`config.mk`:
```
export PLATFORM = sky130hd
export DESIGN_NAME = mopalu_core
export DESIGN_NICKNAME = d
export VERILOG_FILES = /design/src/logic/mopalu_core.v
export VERILOG_INCLUDE_DIRS = /design/src /design/src/common
export SDC_FILE = /design/constraint.sdc
export NUM_CORES = 1
export LEC_CHECK = 0
export BUFFER_PORTS_ARGS = -buffer_cell sky130_fd_sc_hd__buf_2
export CAP_MARGIN = 25
export CORE_MARGIN = 1
export CORE_UTILIZATION = 53
export DETAILED_ROUTE_END_ITERATION = 16
export PLACE_DENSITY = 0.86
export SLEW_MARGIN = 20
export SYNTH_ARGS = -nofsm -noshare
export SYNTH_HDL_FRONTEND = slang
export SYNTH_SLANG_ARGS = --single-unit
```
`constraint.sdc`:
```
create_clock -name ref_clk_i -period 3.2 [get_ports ref_clk_i]
set_input_delay 0.32 -clock ref_clk_i [delete_from_list [all_inputs] [get_ports ref_clk_i]]
set_output_delay 0.32 -clock ref_clk_i [all_outputs]
set_load 0.005 [all_outputs]
```
`src/common/mopalu_defines.vh`:
```
`ifndef MOPALU_DEFINES_VH
`define MOPALU_DEFINES_VH

// ***************************************
// Operation codes
// ***************************************
`define MOPALU_OP_NONE      4'h0
`define MOPALU_OP_INV_MEM   4'h1
`define MOPALU_OP_INV_WR    4'h2
`define MOPALU_OP_BCD_ADJ   4'h3
`define MOPALU_OP_DEC_MEM   4'h4
`define MOPALU_OP_DEC_WR    4'h5
`define MOPALU_OP_PWR_DOWN  4'h6
`define MOPALU_OP_INC_MEM   4'h7
`define MOPALU_OP_INC_WR    4'h8
`define MOPALU_OP_GOTO      4'h9

// ***************************************
// Constants and reset values
// ***************************************
`define MOPALU_NIBBLE_MAX   4'h9
`define MOPALU_BCD_LO_FIX   8'h06
`define MOPALU_BCD_HI_FIX   8'h60
`define MOPALU_WR_RESET     8'h00
`define MOPALU_PC_RESET     12'h000
`define MOPALU_GOTO_CYCLES  2'h2

`endif

```
`src/logic/mopalu_core.v`:
```
// Functional notes
// - invert_mem writes the inverted memory byte back and updates only the zero flag.
// - invert_to_working loads the inverted memory byte into the working register, memory untouched.
// - bcd_adjust adds 6 to the low nibble when it exceeds 9 or the nibble overflow flag is set.
// - The bcd_adjust correction is one of 00H, 06H, 60H or 66H added to the working register.
// - bcd_adjust writes its corrected sum to the addressed memory byte, not the working register.
// - bcd_adjust changes only the overflow-out flag, set when the decimal sum reaches 100.
// - mem_minus_one writes memory minus one back to memory and updates the zero flag.
// - minus_one_to_working loads memory minus one into the working register and updates zero flag.
// - power_down_op stops execution and the system clock while keeping all contents.
// - power_down_op clears the watchdog counter and its prescaler.
// - power_down_op sets the power-down flag and clears the timeout flag, no other flag.
// - mem_plus_one writes memory plus one back to memory and updates the zero flag.
// - plus_one_to_working loads memory plus one into the working register and updates zero flag.
// - goto_target loads the program counter with the target and takes two cycles.
`timescale 1ns/1ps
`default_nettype none
`include "mopalu_defines.vh"

module mopalu_core (
    // Clock and reset
    input  wire        ref_clk_i,
    input  wire        nrst_i,
    // Instruction issue
    input  wire        op_valid_i,
    input  wire [3:0]  op_code_i,
    input  wire [11:0] target_addr_i,
    // Operand and flags in
    input  wire [7:0]  mem_rdata_i,
    input  wire        nibble_overflow_flag_i,
    input  wire        overflow_out_flag_i,
    input  wire        wake_i,
    // Data memory write
    output reg         mem_we_o,
    output reg  [7:0]  mem_wdata_o,
    // Architectural state
    output reg  [7:0]  working_register_o,
    output reg  [11:0] pc_o,
    // Flag updates
    output reg         result_null_flag_o,
    output reg         result_null_we_o,
    output reg         overflow_out_flag_o,
    output reg         overflow_out_we_o,
    output reg         power_down_flag_o,
    output reg         watchdog_timeout_flag_o,
    output reg         watchdog_clear_o,
    // Sequencing
    output wire        busy_o,
    output reg         clk_gate_off_o
);

// ***************************************
// Sequencer states
// ***************************************
localparam ST_RUN   = 2'b00;
localparam ST_DUMMY = 2'b01;
localparam ST_HALT  = 2'b10;

reg  [1:0] state;
reg  [1:0] next_state;

// ***************************************
// Combinational results
// ***************************************
wire [7:0] inv_res = ~mem_rdata_i;
wire [7:0] dec_res = mem_rdata_i - 8'h01;
wire [7:0] inc_res = mem_rdata_i + 8'h01;

// ***************************************
// Zero detection
// ***************************************
wire       inv_zero = (inv_res == 8'h00);
wire       dec_zero = (dec_res == 8'h00);
wire       inc_zero = (inc_res == 8'h00);

// ***************************************
// Decimal adjust
// ***************************************
// High fix also catches a low-nibble carry into a 9
reg  [7:0] bcd_fix;
reg  [8:0] bcd_sum;
reg        lo_adj;
reg        hi_adj;
reg  [4:0] lo_sum;

always @* begin
    lo_adj = (working_register_o[3:0] > `MOPALU_NIBBLE_MAX)
             || nibble_overflow_flag_i;
    lo_sum = {1'b0, working_register_o[3:0]} + (lo_adj ? 5'h06 : 5'h00);
    hi_adj = (working_register_o[7:4] > `MOPALU_NIBBLE_MAX) || overflow_out_flag_i
             || ((working_register_o[7:4] == `MOPALU_NIBBLE_MAX) && lo_sum[4]);
    bcd_fix = (lo_adj ? `MOPALU_BCD_LO_FIX : 8'h00)
              | (hi_adj ? `MOPALU_BCD_HI_FIX : 8'h00);
    bcd_sum = {1'b0, working_register_o} + {1'b0, bcd_fix};
end

// ***************************************
// Issue decode
// ***************************************
wire issue       = op_valid_i && (state == ST_RUN);
wire op_goto     = (op_code_i == `MOPALU_OP_GOTO);
wire op_pwr_down = (op_code_i == `MOPALU_OP_PWR_DOWN);
assign busy_o    = (state != ST_RUN);

// ***************************************
// Sequencer
// ***************************************
always @* begin
    case (state)
        ST_RUN: begin
            if (issue && op_goto)
                next_state = ST_DUMMY;
            else if (issue && op_pwr_down)
                next_state = ST_HALT;
            else
                next_state = ST_RUN;
        end
        ST_DUMMY: next_state = ST_RUN;
        ST_HALT: begin
            // Only wake_i leaves power-down; contents stay frozen
            if (wake_i)
                next_state = ST_RUN;
            else
                next_state = ST_HALT;
        end
        default: next_state = ST_RUN;
    endcase
end

// ***************************************
// Sequencer state register
// ***************************************
always @(posedge ref_clk_i) begin
    if (!nrst_i) begin
        state <= ST_RUN;
    end else begin
        state <= next_state;
    end
end

// ***************************************
// Datapath registers
// ***************************************
always @(posedge ref_clk_i) begin
    if (!nrst_i) begin
        mem_we_o                <= 1'b0;
        mem_wdata_o             <= 8'h00;
        working_register_o      <= `MOPALU_WR_RESET;
        pc_o                    <= `MOPALU_PC_RESET;
        result_null_flag_o      <= 1'b0;
        result_null_we_o        <= 1'b0;
        overflow_out_flag_o     <= 1'b0;
        overflow_out_we_o       <= 1'b0;
        power_down_flag_o       <= 1'b0;
        watchdog_timeout_flag_o <= 1'b0;
        watchdog_clear_o        <= 1'b0;
        clk_gate_off_o          <= 1'b0;
    end else begin
        mem_we_o          <= 1'b0;
        result_null_we_o  <= 1'b0;
        overflow_out_we_o <= 1'b0;
        watchdog_clear_o  <= 1'b0;
        clk_gate_off_o    <= (next_state == ST_HALT);
        if (issue) begin
            case (op_code_i)
                `MOPALU_OP_INV_MEM: begin
                    mem_we_o           <= 1'b1;
                    mem_wdata_o        <= inv_res;
                    result_null_we_o   <= 1'b1;
                    result_null_flag_o <= inv_zero;
                end
                `MOPALU_OP_INV_WR: begin
                    working_register_o <= inv_res;
                    result_null_we_o   <= 1'b1;
                    result_null_flag_o <= inv_zero;
                end
                `MOPALU_OP_BCD_ADJ: begin
                    mem_we_o            <= 1'b1;
                    mem_wdata_o         <= bcd_sum[7:0];
                    overflow_out_we_o   <= 1'b1;
                    overflow_out_flag_o <= bcd_sum[8] || hi_adj;
                end
                `MOPALU_OP_DEC_MEM: begin
                    mem_we_o           <= 1'b1;
                    mem_wdata_o        <= dec_res;
                    result_null_we_o   <= 1'b1;
                    result_null_flag_o <= dec_zero;
                end
                `MOPALU_OP_DEC_WR: begin
                    working_register_o <= dec_res;
                    result_null_we_o   <= 1'b1;
                    result_null_flag_o <= dec_zero;
                end
                `MOPALU_OP_PWR_DOWN: begin
                    watchdog_clear_o        <= 1'b1;
                    power_down_flag_o       <= 1'b1;
                    watchdog_timeout_flag_o <= 1'b0;
                end
                `MOPALU_OP_INC_MEM: begin
                    mem_we_o           <= 1'b1;
                    mem_wdata_o        <= inc_res;
                    result_null_we_o   <= 1'b1;
                    result_null_flag_o <= inc_zero;
                end
                `MOPALU_OP_INC_WR: begin
                    working_register_o <= inc_res;
                    result_null_we_o   <= 1'b1;
                    result_null_flag_o <= inc_zero;
                end
                `MOPALU_OP_GOTO: begin
                    pc_o <= target_addr_i;
                end
                default: begin
                    mem_we_o <= 1'b0;
                end
            endcase
        end
    end
end

endmodule // mopalu_core

`default_nettype wire

```
==> Yosys cells after proc, flatten, opt, wreduce, memory -nomap -nowiden <==
Cells that the tools add are included.
{ "op_classes": {"add_sub_neg": 4, "magnitude_cmp": 2, "eq_ne": 12, "muxes": 14, "bitwise": 2, "n_reduce_logical": 28} }
{ "op_table": {"columns": ["operator", "count"], "rows": [
  ["$pmux W8 S4", 1],
  ["$logic_not A8 Y1", 3],
  ["$pmux W8 S3", 1],
  ["$eq A4 B3 Y1 const B", 4],
  ["$reduce_and A2 Y1", 7],
  ["$eq A4 B4 Y1 const B", 3],
  ["$add A8 B7 Y9", 1],
  ["$add A8 B1 Y8 const B", 1],
  ["$eq A4 B2 Y1 const B", 2],
  ["$gt A4 B4 Y1 const B", 2],
  ["$not A8 Y8", 1],
  ["$sub A8 B1 Y8 const B", 1],
  ["$mux W7", 1],
  ["$or A3 B7 Y7", 1],
  ["$mux W2", 3],
  ["$mux W3", 2],
  ["$reduce_bool A3 Y1", 2],
  ["$reduce_or A2 Y1", 3],
  ["$reduce_or A6 Y1", 1],
  ["$add A4 B3 Y5", 1],
  ["$eq A2 B2 Y1 const B", 2],
  ["$eq A4 B1 Y1 const B", 1],
  ["$logic_and A1 B1 Y1", 4],
  ["$logic_or A1 B1 Y1", 4],
  ["other kinds (7)", 10]
]} }
{ "totals": {"regBits": 38, "inputBits": 30, "word_cells": 74} }

==> Logic depth before layout (Yosys ltp) <==
{ "depth": {"ltp_word": 10, "mapped_depth": 14} }

==> Worst setup path before layout <==
Ideal clock, no wire load.
{ "synth_path": {"kind": "flip-flop to flip-flop", "start": "register working_register_o[3]", "end": "register mem_wdata_o[7]", "arrival_ps": 2840, "t_required_ps": 3126, "setup_slack_ps": 286, "path_stages_with_launch": 15, "synth_period_minus_slack_ps": 2914, "cell_sequence": "dfxtp_1 -> clkbuf_1 -> o21ai_0 -> nand2b_1 -> ha_1 -> a21o_1 -> a311o_1 -> a21oi_1 -> inv_1 -> ha_1 -> a41o_1 -> a21oi_1 -> xnor2_1 -> nand2_1 -> a31oi_1"} }
{ "synth_via": {"elab_chain_cells": 10, "word_cells_on_any_way": 11, "cone_classes": "add/sub: 2; order compare: 1; mux: 4; bitwise: 1; reduce/logical: 3"} }
{ "synth_lines": {"columns": ["item", "line_no", "rtl"], "rows": [
  ["start, declared", "mopalu_core.v:37", "output reg [7:0] working_register_o,"],
  ["start signal, assigned", "mopalu_core.v:148", "working_register_o <= `MOPALU_WR_RESET;"],
  ["start signal, assigned", "mopalu_core.v:173", "working_register_o <= inv_res;"],
  ["start signal, assigned", "mopalu_core.v:190", "working_register_o <= dec_res;"],
  ["$gt A4 B4 Y1 (no source line)", null, null],
  ["$logic_or A1 B1 Y1", "mopalu_core.v:87", "lo_adj = (working_register_o[3:0] > `MOPALU_NIBBLE_MAX)"],
  ["$mux W3", "mopalu_core.v:89, mopalu_core.v:92", null],
  ["$add A4 B3 Y5", "mopalu_core.v:89", "lo_sum = {1'b0, working_register_o[3:0]} + (lo_adj ? 5'h06 : 5'h00);"],
  ["$logic_and A1 B1 Y1", "mopalu_core.v:91", "|| ((working_register_o[7:4] == `MOPALU_NIBBLE_MAX) && lo_sum[4]);"],
  ["$logic_or A1 B1 Y1", "mopalu_core.v:90", "hi_adj = (working_register_o[7:4] > `MOPALU_NIBBLE_MAX) || overflow_out_flag_i"],
  ["$mux W7", "mopalu_core.v:93", "| (hi_adj ? `MOPALU_BCD_HI_FIX : 8'h00);"],
  ["$or A3 B7 Y7", "mopalu_core.v:92", "bcd_fix = (lo_adj ? `MOPALU_BCD_LO_FIX : 8'h00)"],
  ["$add A8 B7 Y9 (*)", "mopalu_core.v:94", "bcd_sum = {1'b0, working_register_o} + {1'b0, bcd_fix};"],
  ["$pmux W8 S4 (*)", "mopalu_core.v:165", "case (op_code_i)"],
  ["end signal, assigned", "mopalu_core.v:168", "mem_wdata_o <= inv_res;"],
  ["end signal, assigned", "mopalu_core.v:179", "mem_wdata_o <= bcd_sum[7:0];"],
  ["end signal, assigned", "mopalu_core.v:185", "mem_wdata_o <= dec_res;"],
  ["end, declared", "mopalu_core.v:35", "output reg [7:0] mem_wdata_o,"]
]} }
Mark *: on every way between the ends. The rest lies on a longest branch, timed or not.
A chain may end at the register's enable or synchronous reset.

==> Final worst setup path <==
{ "layout_path": {"start": "register working_register_o[2]", "end": "register mem_wdata_o[7]"} }
The elaborated chain is that of the path after synthesis.

==> flow_summary_export.csv <==
group,metric,value,unit
outcome,outcome,"finished clean",
min_path,whs_endpoint,"pc_o[7]",
synthesis,ys_ff_latch,38,
sta,hold_violations,0,
floorplan,io_pins,68,
routing,wl_per_cell,16.2,um
worst_setup_path,required,3.42,ns
layout,final_common_cell,"buf_2",
worst_setup_path,path_class,"reg -> reg",
min_path,min_from,"target_addr_i[7]",
floorplan,core-area,4690,um^2
clock_tree,clk_pin_slew,0.08,ns
floorplan,row_count,25,
global_route,track_usage,27.5,%
routing,drcViolationCount,0,
clock_tree,cts_buffer_depth,2,
floorplan,die_area,5160,um^2
min_path,hold_path_depth,3,
synthesis,syn_nets,359,
worst_setup_path,worst-path-max-fanout,5,
synthesis,ys_types,67,
placed_design,hpwl,5060,um
sta,worst_slew_pin_slew,0.913,ns
global_route,busiest_layer,"met2",
routing,via_count,2625,
worst_setup_path,rrSetupSlack,0.25,ns
synthesis,netlist_area,2580,um^2
power,ir_drop,186,uV
routing,drt_first_pass_iters,4,
power,power,0.00107,W
synthesis,ys_warn_count,0,
layout,drive_gt1_share,24.6,%
synthesis,synth.avg_cell_area,8.07,um^2
global_route,grt_pass1_wl,11000,um
layout,final_nets,408,
sta,slew_headroom,38.7,%
synthesis,synth-edff-count,0,
worst_setup_path,r2r_start,"working_register_o[2]",
worst_setup_path,endpoint_kind,"flop",
sta,grt_setup_unrepaired,"no",
synthesis,ys_seq_area_share,29.4,%
global_route,grt_antenna_before_repair,0,
clock_tree,hold_buffers,0,
placed_design,gp_congestion,1.02,
sta,setup_violations,0,
job,drv_cap,0,
global_route,grt_max_degree,22,
clock_tree,numCtsBuffers,5,
worst_setup_path,rr_worst_depth,13,
worst_setup_path,critical_path.startpoint,"working_register_o[2]",
worst_setup_path,cp.arrival,3.17,ns
worst_setup_path,start_kind,"flop",
min_path,min_path_type,"in -> reg",
clock_tree,clkLatencyLatePin,0.29,ns
sta,hold_ws,0.256,ns
power,cellLeakagePower,1.37,nW
sta,clock_skew,0.00516,ns
sta,fmax,339,MHz
global_route,grt_pass1_vias,2350,
floorplan,start_util,55.1,%
routing,viasPerCell,6.19,
global_route,grtUsageMet2,45.0,%
synthesis,synth_top_flop_cell,"dfxtp_1",
clock_tree,root_buffer,"clkbuf_8",
sta,finalCritPeriodShare,92.1,%
synthesis,postSynthCellCount,320,
clock_tree,cts_sinks,38,
routing,totalWireLength,6860,um
routing,drt_iter0_drc,171,
global_route,grt_use_met1,35.0,%
power,p_per_area,359,nW/um^2
worst_setup_path,r2r_end,"mem_wdata_o[7]",
layout,area_growth,15.2,%
routing,drtAntennaViolNets,0,
sta,min_period,2.95,ns
sta,finalMaxSlewViolations,0,
floorplan,die_w,71.8,um
clock_tree,cts-htree-levels,2,
synthesis,ys_async_sr_fraction,0,%
floorplan,die_h,71.8,um
placed_design,portBuffers,66,
global_route,gr-total-overflow,0,
clock_tree,cts_tree,"built",
layout,antenna_cells,0,
sta,setup_tns,0,ns
layout,final_cell_mix,"buf_2 (66), dfxtp_1 (38), nor2_1 (31)",
global_route,grtUsageMet3,5.34,%
-- how the worst max path moves through the flow --
stage | slack, ns | cells after the start | end
6_report | 0.25 | 13 | mem_wdata_o[7]
4_1_cts | 0.14 | 13 | mem_wdata_o[7]
3_3_place_gp | 0.35 | 13 | mem_wdata_o[7]
3_5_place_dp | 0.20 | 13 | mem_wdata_o[7]
5_1_grt | 0.009 | 13 | mem_wdata_o[7]
2_1_floorplan | 0.29 | 14 | mem_wdata_o[7]
-- critical path, cell delays in order (launching register included) --
cell	delay, ns
dfxtp_1	0.37
o21ai_2	0.15
nand2b_1	0.10
ha_1	0.28
a21o_1	0.21
a311o_1	0.37
a21oi_2	0.16
inv_1	0.07
ha_1	0.32
a41o_1	0.25
a21oi_1	0.17
xnor2_1	0.14
nand2_1	0.07
a31oi_1	0.21
-- per-stage QoR --
stage | worst slack [ns] | cell area [um^2] | utilization, % | cells
2_1_floorplan | 0.286 | 2580 | - | 320
3_3_place_gp | 0.355 | 2870 | 61.1 | 415
3_5_place_dp | 0.204 | 2870 | 61.1 | 415
4_1_cts | 0.144 | 2960 | 63.1 | 423
5_1_grt | 0.00874 | 2980 | 63.4 | 424
6_report | 0.254 | 2980 | 63.4 | 424
-- synth_stat cells (all sizes together), types with 3 or more instances --
cell	n	share of area, %
ha	8	3.9
or2	3	0.73
nand2b	6	1.5
or4b	4	1.5
nor3	4	0.77
a311oi	3	1.0
inv	6	0.87
a31oi	6	1.5
mux2i	12	4.6
nor2b	4	0.97
o21ai	26	5.0
buf	10	2.5
a22oi	4	1.2
xnor2	10	3.4
dfxtp	38	29
or3	4	0.97
xor2	6	2.0
a21o	4	1.2
nand4	5	1.2
a211oi	5	1.5
o211ai	5	2.0
nand2	23	3.3
nor2	31	4.5
nand3b	3	0.87
nand3	12	2.3
clkbuf	17	2.6
a21oi	20	4.5
-- flip-flops by register name, indices dropped and copies added (netlist names) --
register             count
working_register_o       8
state                    2
mem_we_o                 1
power_down_flag_o        1
result_null_flag_o       1
watchdog_clear_o         1
result_null_we_o         1
pc_o                    12
mem_wdata_o              8
clk_gate_off_o           1
overflow_out_flag_o      1
overflow_out_we_o        1
-- cell families after synthesis --
logic type / after synthesis / synth area share (%)
AO/OA/AOI/OAI: 97 / 26.0
XOR/XNOR: 16 / 5.42
adder cells (fa/ha/maj): 9 / 4.65
buffers and inverters: 34 / 6.05
flip-flops: 38 / 29.4
multiplexers: 12 / 4.65
other: 1 / 0.145
AND/OR/NAND/NOR: 113 / 23.7
-- timing repair --
action | CTS | global route
setup buffers | 0 | 1
gates resized for setup | 0 | 3
setup endpoints to repair | 0 | 1
-- layer usage --
layer | part of all wire (%) | vias up | wire length (um)
li1 | - | 1266 | -
met1 | 43 | 1204 | 2930
met2 | 47 | 137 | 3200
met3 | 8.2 | 18 | 560
met4 | 2.4 | 0 | 167
met5 | 0 | - | 0
-- power breakdown --
part           internal (W)  total (W)  switching [W]
combinational     0.0000882   0.000221       0.000133
clock              0.000173   0.000346       0.000173
sequential         0.000489   0.000500      0.0000117
-- final cells by class --
class / count / area [um^2]
clock buffers: 6 / 82.6
clock inverters: 2 / 12.5
fillers: 413 / 1720
inverters: 7 / 26.3
multi-input cells: 248 / 1670
flip-flops and latches: 38 / 761
well taps: 54 / 67.6
repair buffers: 69 / 353
Power figures use the tool's default switching activity.
